`config.mk`:
```
export PLATFORM = sky130hd
export DESIGN_NAME = spb_slot_power_breaker_control
export DESIGN_NICKNAME = d
export VERILOG_FILES = /design/src/spb_pkg.sv /design/src/spb_fault_timer.sv /design/src/spb_slot_power_breaker_control.sv
export SDC_FILE = /design/constraint.sdc
export NUM_CORES = 1
export LEC_CHECK = 0
export BUFFER_PORTS_ARGS = -buffer_cell sky130_fd_sc_hd__buf_2
export CAP_MARGIN = 20
export CORE_ASPECT_RATIO = 0.75
export CORE_MARGIN = 2
export CORE_UTILIZATION = 59
export CTS_CLUSTER_DIAMETER = 80
export DETAILED_ROUTE_END_ITERATION = 16
export GPL_ROUTABILITY_DRIVEN = 0
export PLACE_DENSITY = 0.87
export SLEW_MARGIN = 5
export SYNTH_ARGS = -nofsm -noshare
export SYNTH_HDL_FRONTEND = slang
export SYNTH_SLANG_ARGS = --single-unit
```
`constraint.sdc`:
```
create_clock -name clk_sys -period 3.1 [get_ports clk_sys]
set_clock_uncertainty 0.15 [all_clocks]
set_input_delay 0.465 -clock clk_sys [delete_from_list [all_inputs] [get_ports clk_sys]]
set_output_delay 0.465 -clock clk_sys [all_outputs]
set_load 0.01 [all_outputs]
```
`src/spb_pkg.sv`:
```
package spb_pkg;
    // number of slots served by one controller
    localparam int NUM_SLOTS       = 2;
    // fault delay in microseconds (plain default, sets the timer cap)
    localparam int FAULT_DELAY_US  = 1000;
    // system clock rate in MHz
    localparam int CLK_MHZ         = 40;
    // fault delay in cycles, exact product of time and clock rate
    localparam int FAULT_DELAY_CYC = FAULT_DELAY_US * CLK_MHZ;
    // control word bit positions for main and aux enables
    localparam int CTRL_MAIN_BIT   = 0;
    localparam int CTRL_AUX_BIT    = 1;
    // common status bit holding the interrupt mask
    localparam int CS_MASK_BIT     = 3;
    // status word fault bit positions
    localparam int STAT_MAIN_BIT   = 0;
    localparam int STAT_AUX_BIT    = 1;
    // slot breaker states
    typedef enum logic [1:0] {
        SPB_OFF,
        SPB_ON,
        SPB_TRIP
    } spb_state_e;
endpackage : spb_pkg

```
`src/spb_fault_timer.sv`:
```
`timescale 1ns/1ps
`default_nettype none
// fault delay counter: counts while overcurrent holds, clears when it drops
module spb_fault_timer #(
    parameter int TERM = spb_pkg::FAULT_DELAY_CYC
) (
    // clock and reset
    input  wire logic clk_sys,
    input  wire logic sys_rst,
    // overcurrent level in, expiry level out
    input  wire logic over_current,
    output logic      expired
);
    localparam int W = $clog2(TERM + 1);
    // refuse a zero count at elaboration: the timer would expire with no delay
    if (TERM < 1) begin : g_bad_term
        $error("fault timer terminal count must be at least one");
    end
    logic [W-1:0] count;        // elapsed cycles of overcurrent
    logic [W-1:0] next_count;
    // saturating count, reset when the condition clears
    always_comb begin
        next_count = count;
        if (!over_current) begin
            next_count = '0;
        end else if (count != W'(TERM)) begin
            next_count = count + W'(1);
        end
    end
    always_ff @(posedge clk_sys) begin
        if (sys_rst) begin
            count <= '0;
        end else begin
            count <= next_count;
        end
    end
    // registered compare keeps expiry glitch free
    always_ff @(posedge clk_sys) begin
        if (sys_rst) begin
            expired <= 1'b0;
        end else begin
            expired <= over_current && (next_count == W'(TERM));
        end
    end
endmodule : spb_fault_timer
`default_nettype wire

```
`src/spb_slot_power_breaker_control.sv`:
```
// What this block does
// - disabled slot: high gate up, low gate down
// - enable connects both gates to current drive
// - slow overcurrent past delay trips both mains
// - fast threshold shuts mains immediately
// - input undervoltage trips only while enabled
// - aux regulates, trips only after delay
// - disabling connects discharge to affected outputs
// - standby whenever a main input undervolts
// - aux independent of mains, runs in standby
// - mains on at undervoltage raise fault, interrupt
// - cycling the enable pin restarts after trip while its control bit is off
// - toggling control enable bits clears trip while the enable pin is low
// - fault pin only for pin-enabled outputs
// - interrupt with fault unless masked
// - writing one to the last set fault bit clears interrupt
// - interrupt mask bit one silences interrupt
`timescale 1ns/1ps
`default_nettype none
module spb_slot_power_breaker_control #(
    parameter int N         = spb_pkg::NUM_SLOTS,
    parameter int FLT_CYC   = spb_pkg::FAULT_DELAY_CYC
) (
    // clock and reset
    input  wire logic         clk_sys,
    input  wire logic         sys_rst,
    // hot-plug pins, asynchronous
    input  wire logic [N-1:0] main_enable_in,
    input  wire logic [N-1:0] aux_enable_in,
    // management control bits (same clock)
    input  wire logic [N-1:0] ctrl_main_enable,
    input  wire logic [N-1:0] ctrl_aux_enable,
    input  wire logic         interrupt_mask,
    // echo-reset strobes, one per slot, write-one of fault bits
    input  wire logic [N-1:0] clear_main_fault,
    input  wire logic [N-1:0] clear_aux_fault,
    // analog comparators, asynchronous
    input  wire logic [N-1:0] high_rail_oc,
    input  wire logic [N-1:0] low_rail_oc,
    input  wire logic [N-1:0] high_rail_fast,
    input  wire logic [N-1:0] low_rail_fast,
    input  wire logic [N-1:0] aux_rail_oc,
    input  wire logic         high_supply_uv,
    input  wire logic         low_supply_uv,
    input  wire logic [N-1:0] standby_supply,
    // gate and switch controls
    output logic [N-1:0]      high_rail_gate_pullup,
    output logic [N-1:0]      high_rail_gate_sink,
    output logic [N-1:0]      low_rail_gate_hold,
    output logic [N-1:0]      low_rail_gate_source,
    output logic [N-1:0]      aux_rail_out,
    output logic [N-1:0]      aux_current_regulate,
    output logic [N-1:0]      main_discharge,
    output logic [N-1:0]      aux_discharge,
    // status
    output logic [N-1:0]      main_fault,
    output logic [N-1:0]      aux_fault,
    output logic              standby_mode,
    output logic [N-1:0]      fault_out_n,
    output logic              interrupt_out_n
);
    // refuse an empty slot bank at elaboration
    if (N < 1) begin : g_bad_n
        $error("slot count must be at least one");
    end
    // raw asynchronous inputs packed for one synchroniser bank
    localparam int SW = 8 * N + 2;
    logic [SW-1:0] raw_in;
    logic [SW-1:0] sync_a;      // first stage, read only by sync_b
    logic [SW-1:0] sync_b;      // safe to use
    assign raw_in = {main_enable_in, aux_enable_in, high_rail_oc, low_rail_oc,
                     high_rail_fast, low_rail_fast, aux_rail_oc, standby_supply,
                     high_supply_uv, low_supply_uv};
    // two flip-flop synchroniser for every comparator and pin
    always_ff @(posedge clk_sys) begin
        if (sys_rst) begin
            sync_a <= '0;
            sync_b <= '0;
        end else begin
            sync_a <= raw_in;
            sync_b <= sync_a;
        end
    end
    logic [N-1:0] pin_main, pin_aux, s_hoc, s_loc, s_hfast, s_lfast, s_aoc, s_stby;
    logic         s_huv, s_luv;
    assign {pin_main, pin_aux, s_hoc, s_loc, s_hfast, s_lfast, s_aoc, s_stby,
            s_huv, s_luv} = sync_b;
    // either main input low or absent puts the part in standby
    logic in_standby;
    assign in_standby = s_huv | s_luv;
    // per-slot registered state
    spb_pkg::spb_state_e main_st [N], next_main_st [N];
    spb_pkg::spb_state_e aux_st [N],  next_aux_st [N];
    logic [N-1:0] pin_main_q, pin_aux_q;      // enable source memory
    logic [N-1:0] next_main_fault, next_aux_fault;
    logic [N-1:0] next_pin_main, next_pin_aux;
    logic [N-1:0] main_dly, aux_dly;
    logic [N-1:0] req_main, req_aux;
    logic         next_irq_pend;
    genvar g;
    generate
        for (g = 0; g < N; g++) begin : g_slot
            // fault delay for either main rail and for the aux rail
            spb_fault_timer #(.TERM(FLT_CYC)) u_main_tmr (
                .clk_sys     (clk_sys),
                .sys_rst     (sys_rst),
                .over_current((s_hoc[g] | s_loc[g]) && main_st[g] == spb_pkg::SPB_ON),
                .expired     (main_dly[g])
            );
            spb_fault_timer #(.TERM(FLT_CYC)) u_aux_tmr (
                .clk_sys     (clk_sys),
                .sys_rst     (sys_rst),
                .over_current(s_aoc[g] && aux_st[g] == spb_pkg::SPB_ON),
                .expired     (aux_dly[g])
            );
            assign req_main[g] = pin_main[g] | ctrl_main_enable[g];
            assign req_aux[g]  = pin_aux[g] | ctrl_aux_enable[g];
            // breaker state, fault flags and enable source per slot
            always_comb begin
                next_main_st[g]    = main_st[g];
                next_aux_st[g]     = aux_st[g];
                next_main_fault[g] = main_fault[g];
                next_aux_fault[g]  = aux_fault[g];
                next_pin_main[g]   = pin_main_q[g];
                next_pin_aux[g]    = pin_aux_q[g];
                // echo reset clears first, so a new trip below still wins
                if (clear_main_fault[g]) begin
                    next_main_fault[g] = 1'b0;
                end
                if (clear_aux_fault[g]) begin
                    next_aux_fault[g] = 1'b0;
                end
                case (main_st[g])
                    spb_pkg::SPB_OFF: begin
                        // undervoltage holds the mains off but raises no fault while they are off
                        if (req_main[g] && !in_standby) begin
                            next_main_st[g]  = spb_pkg::SPB_ON;
                            next_pin_main[g] = pin_main[g];
                        end
                    end
                    spb_pkg::SPB_ON: begin
                        if (!req_main[g]) begin
                            next_main_st[g] = spb_pkg::SPB_OFF;
                        end else if (s_hfast[g] || s_lfast[g] || main_dly[g]
                                     || in_standby) begin
                            next_main_st[g]    = spb_pkg::SPB_TRIP;
                            next_main_fault[g] = 1'b1;
                        end
                    end
                    spb_pkg::SPB_TRIP: begin
                        // leaving trip needs the request dropped: pin and control bit both low
                        if (!req_main[g]) begin
                            next_main_st[g] = spb_pkg::SPB_OFF;
                        end
                    end
                    default: next_main_st[g] = spb_pkg::SPB_OFF;
                endcase
                case (aux_st[g])
                    spb_pkg::SPB_OFF: begin
                        // aux needs only the standby supply, not the mains
                        if (req_aux[g] && s_stby[g]) begin
                            next_aux_st[g]  = spb_pkg::SPB_ON;
                            next_pin_aux[g] = pin_aux[g];
                        end
                    end
                    spb_pkg::SPB_ON: begin
                        if (!req_aux[g] || !s_stby[g]) begin
                            next_aux_st[g] = spb_pkg::SPB_OFF;
                        end else if (aux_dly[g]) begin
                            next_aux_st[g]    = spb_pkg::SPB_TRIP;
                            next_aux_fault[g] = 1'b1;
                        end
                    end
                    spb_pkg::SPB_TRIP: begin
                        if (!req_aux[g]) begin
                            next_aux_st[g] = spb_pkg::SPB_OFF;
                        end
                    end
                    default: next_aux_st[g] = spb_pkg::SPB_OFF;
                endcase
            end
            always_ff @(posedge clk_sys) begin
                if (sys_rst) begin
                    main_st[g] <= spb_pkg::SPB_OFF;
                    aux_st[g]  <= spb_pkg::SPB_OFF;
                end else begin
                    main_st[g] <= next_main_st[g];
                    aux_st[g]  <= next_aux_st[g];
                end
            end
            // gate drive: only the on state connects current drive
            always_ff @(posedge clk_sys) begin
                if (sys_rst) begin
                    high_rail_gate_pullup[g] <= 1'b1;
                    high_rail_gate_sink[g]   <= 1'b0;
                    low_rail_gate_hold[g]    <= 1'b1;
                    low_rail_gate_source[g]  <= 1'b0;
                    aux_rail_out[g]          <= 1'b0;
                    aux_current_regulate[g]  <= 1'b0;
                    main_discharge[g]        <= 1'b1;
                    aux_discharge[g]         <= 1'b1;
                    fault_out_n[g]           <= 1'b1;
                end else begin
                    high_rail_gate_pullup[g] <= next_main_st[g] != spb_pkg::SPB_ON;
                    low_rail_gate_hold[g]    <= next_main_st[g] != spb_pkg::SPB_ON;
                    high_rail_gate_sink[g]   <= next_main_st[g] == spb_pkg::SPB_ON;
                    low_rail_gate_source[g]  <= next_main_st[g] == spb_pkg::SPB_ON;
                    aux_rail_out[g]          <= next_aux_st[g] == spb_pkg::SPB_ON;
                    // aux limits current instead of a fast trip
                    aux_current_regulate[g]  <= next_aux_st[g] == spb_pkg::SPB_ON
                                                && s_aoc[g];
                    main_discharge[g]        <= next_main_st[g] != spb_pkg::SPB_ON;
                    aux_discharge[g]         <= next_aux_st[g] != spb_pkg::SPB_ON;
                    // fault pin only reports pin-enabled breakers
                    fault_out_n[g] <= !((next_main_st[g] == spb_pkg::SPB_TRIP
                                         && next_pin_main[g])
                                        || (next_aux_st[g] == spb_pkg::SPB_TRIP
                                         && next_pin_aux[g]));
                end
            end
        end
    endgenerate
    // enable source and fault flags
    always_ff @(posedge clk_sys) begin
        if (sys_rst) begin
            pin_main_q <= '0;
            pin_aux_q  <= '0;
            main_fault <= '0;
            aux_fault  <= '0;
        end else begin
            pin_main_q <= next_pin_main;
            pin_aux_q  <= next_pin_aux;
            main_fault <= next_main_fault;
            aux_fault  <= next_aux_fault;
        end
    end
    // interrupt pending while any fault flag stands
    always_comb begin
        next_irq_pend = |{next_main_fault, next_aux_fault};
    end
    always_ff @(posedge clk_sys) begin
        if (sys_rst) begin
            interrupt_out_n <= 1'b1;
            standby_mode    <= 1'b0;
        end else begin
            interrupt_out_n <= !(next_irq_pend && !interrupt_mask);
            standby_mode    <= in_standby;
        end
    end
endmodule : spb_slot_power_breaker_control
`default_nettype wire

```
==> results.tsv <==
stage	metric	value	unit
floorplan	die_h	91.1	µm
layout	mostFrequentLayoutCell	dfxtp_1	
critical_path	crit_fanout	6	
layout	antennaDiodeCount	0	
synthesis	yosysUniqueCellTypes	69	
synthesis	dominantRegCellSynth	dfxtp_1	
place	numPortBuffers	52	
layout	syn2layout_area_growth	13.8	%
critical_path	start_kind	register	
synthesis	yosysWarnings	0	
timing	relSlewSlack	58.6	%
synthesis	synth.largest_area_cell	dfxtp_1	
cts	tritoncts	built	
critical_path	cp.arrival	2560	ps
timing	post-route-period-util	77.4	%
power_and_ir_drop	leakage	0.00245	µW
route	wirelength	12500	µm
hold_path	hp-start	high_supply_uv	
layout	fin_nets	750	
synthesis	ys_async_sr_fraction	0	%
grt	overflow	0	
grt	grt_pass1_vias	4572	
timing	fmax	417	MHz
route	wire_per_inst	14.6	µm
critical_path	critical_path_class	register to register	
floorplan	fp-row-count	31	
hold_path	min_to	sync_a[1]$_SDFF_PP0_	
synthesis	synth_top_cells_by_area	dfxtp_1, nor2b_1, nor2_1, xnor2_1, a21oi_1	
timing	min_period	2400	ps
synthesis	synthesis.area	5960	µm²
critical_path	crit_chain	ha_1, nand3_1, or2_1, xor2_1, or4b_1, a2111oi_2	
layout	stdcell_count	856	
cts	cts_max_level	4	
hold_path	holdPathStages	2	
hold_path	hold_path.class	input port to register	
cts	cts_root_buf	clkbuf_16	
timing	tightest_slew	617	ps
synthesis	syn_nets	715	
power_and_ir_drop	power.density	558	nW/µm²
timing	final_max_slew_viol_count	0	
cts	path_clk_slew	60	ps
power_and_ir_drop	ir_drop	0.000431	V
route	drt_iter0_markers	627	
critical_path	ff2ff_setup_slack	700	ps
cts	clock_sinks	134	
grt	grt_max_degree	27	
critical_path	r2r_end	g_slot[0].u_main_tmr.expired$_SDFF_PP0_	
critical_path	cp-end-kind	register	
synthesis	synth_top_area_share	45.0	%
layout	final_util	69.7	%
synthesis	seq_area_frac_synth	45.0	%
layout	final_cell_mix	dfxtp_1, nor2_1, buf_2, nor2b_1, a21oi_1	
synthesis	synth_enable_flop_cells	0	
layout	drive_gt1_share	13.1	%
floorplan	pin_count	53	
critical_path	cp.required	3260	ps
floorplan	die_w	120	µm
route	vias	4891	
floorplan	die_area	10900	µm²
place	dp_hpwl	8590	µm
cts	cts_setup_buffers	0	
place	dp.cells	826	
flow_run	maxCapViolations	0	
floorplan	initial_core_util	61.3	%
critical_path	worstReg2RegStart	g_slot[0].u_main_tmr.count[0]$_SDFF_PP0_	
cts	cts_hold_buf	0	
timing	rsz0062_at_grt	false	
cts	cts_resized	0	
critical_path	slowest_delay	540	ps
route	antenna_left	0	
cts	cts_max_path_buffers	2	
route	vias_per_cell	5.71	
grt	grt_usage	23.9	%
route	drc	0	
timing	tns	0	ps
timing	hold_viol_final	0	
critical_path	critical_path.slowest_cell	or4b_1	
floorplan	core-area	9740	µm²
cts	insertion_delay	410	ps
route	first_pass_iters	6	
critical_path	ff2ff_path_depth	6	
synthesis	ys_ff_latch	134	
timing	setup_viol	0	
cts	numCtsBuffers	17	
outcome	status	completed	
grt	grt_pass1_wl	21200	µm
grt	antenna_found_initial	0	
synthesis	netlist_instances	678	
synthesis	avgSynthCellArea	8.80	µm²
## stage by stage
| step | worst slack (ps) | instance area (µm²) | hold slack (ps) | power [µW] |
|---|---|---|---|---|
| floorplan | 883 | 5960 | 264 | 1880 |
| global placement | 807 | 6230 | 266 | 1910 |
| detailed placement | 736 | 6230 | 272 | 1920 |
| CTS | 711 | 6790 | 108 | 3810 |
| global route | 559 | 6790 | 127 | 3910 |
| finish | 702 | 6790 | 113 | 3790 |
## logic make-up after synthesis
| logic type | after synthesis | share of synthesized area (%) |
|---|---|---|
| adders and majority gates | 9 | 1.85 |
| muxes | 11 | 1.91 |
| AOI/OAI and AO/OA | 83 | 8.85 |
| DFF | 134 | 45.0 |
| and+or+nand+nor | 330 | 30.9 |
| buffers and inverters | 64 | 4.57 |
| xor gates and xnor gates | 47 | 6.90 |
## worst max path at each step
stage | depth (start not counted) | to | from
after floorplan | 6 | g_slot[0].u_main_tmr.expired$_SDFF_PP0_ | g_slot[0].u_main_tmr.count[0]$_SDFF_PP0_
after CTS | 6 | g_slot[0].u_main_tmr.expired$_SDFF_PP0_ | g_slot[0].u_main_tmr.count[0]$_SDFF_PP0_
after global routing | 6 | g_slot[0].u_main_tmr.expired$_SDFF_PP0_ | g_slot[0].u_main_tmr.count[0]$_SDFF_PP0_
final | 6 | g_slot[0].u_main_tmr.expired$_SDFF_PP0_ | g_slot[0].u_main_tmr.count[0]$_SDFF_PP0_
after global placement | 6 | g_slot[0].u_main_tmr.expired$_SDFF_PP0_ | g_slot[0].u_main_tmr.count[0]$_SDFF_PP0_
after detailed placement | 6 | g_slot[0].u_main_tmr.expired$_SDFF_PP0_ | g_slot[0].u_main_tmr.count[0]$_SDFF_PP0_
## routing by layer
layer	vias up	wire length (µm)	part of all wire [%]	track usage, %
li1	2410	-	-	-
met5	-	0	0	0
met4	0	269	2.1	10.2
met2	174	5780	46	37.2
met3	25	726	5.8	5.90
met1	2282	5760	46	31.6
## critical path: cells and delay by family, from the launching register on
kind	cells	cell delay, ps
and+or+nand+nor	3	970
DFF	1	420
AOI/OAI and AO/OA	1	330
adders and majority gates	1	290
xor gates and xnor gates	1	150
## flip-flops by register name (all words and copies together) (netlist names), 4 cells and up
| name | count |
|---|---|
| sync_b | 18 |
| g_slot.u_main_tmr.count | 32 |
| aux_st | 4 |
| sync_a | 18 |
| g_slot.u_aux_tmr.count | 32 |
| main_st | 4 |
## final cells by class
type | instances | area [µm²]
Clock buffer | 26 | 489
Inverter | 26 | 97.6
Tap cell | 132 | 165
Multi-Input combinational cell | 480 | 3010
Sequential cell | 134 | 2680
Fill cell | 720 | 2950
Timing Repair Buffer | 54 | 275
Clock inverter | 4 | 70.1
## power breakdown
group	total, µW	leakage [µW]	internal (µW)	switching (µW)
Combinational	113	0.00109	51.1	62.4
Clock	1900	0.000274	1240	668
Sequential	1770	0.00109	1760	14.0
Total	3790	0.00245	3040	744
## cell usage after synthesis (all sizes together), types with 7 or more instances
library cell / n
dfxtp: 134
nor2: 75
nor2b: 50
a21oi: 36
nand2: 31
nand3: 29
clkbuf: 27
xnor2: 27
inv: 26
nor3: 25
xor2: 20
and3: 19
nand2b: 14
nor4: 14
o21ai: 14
or3: 13
nand4: 12
buf: 11
ha: 8
mux2i: 8
nor3b: 7
nor4b: 7
No activity file was read; power rests on OpenSTA's default activity.
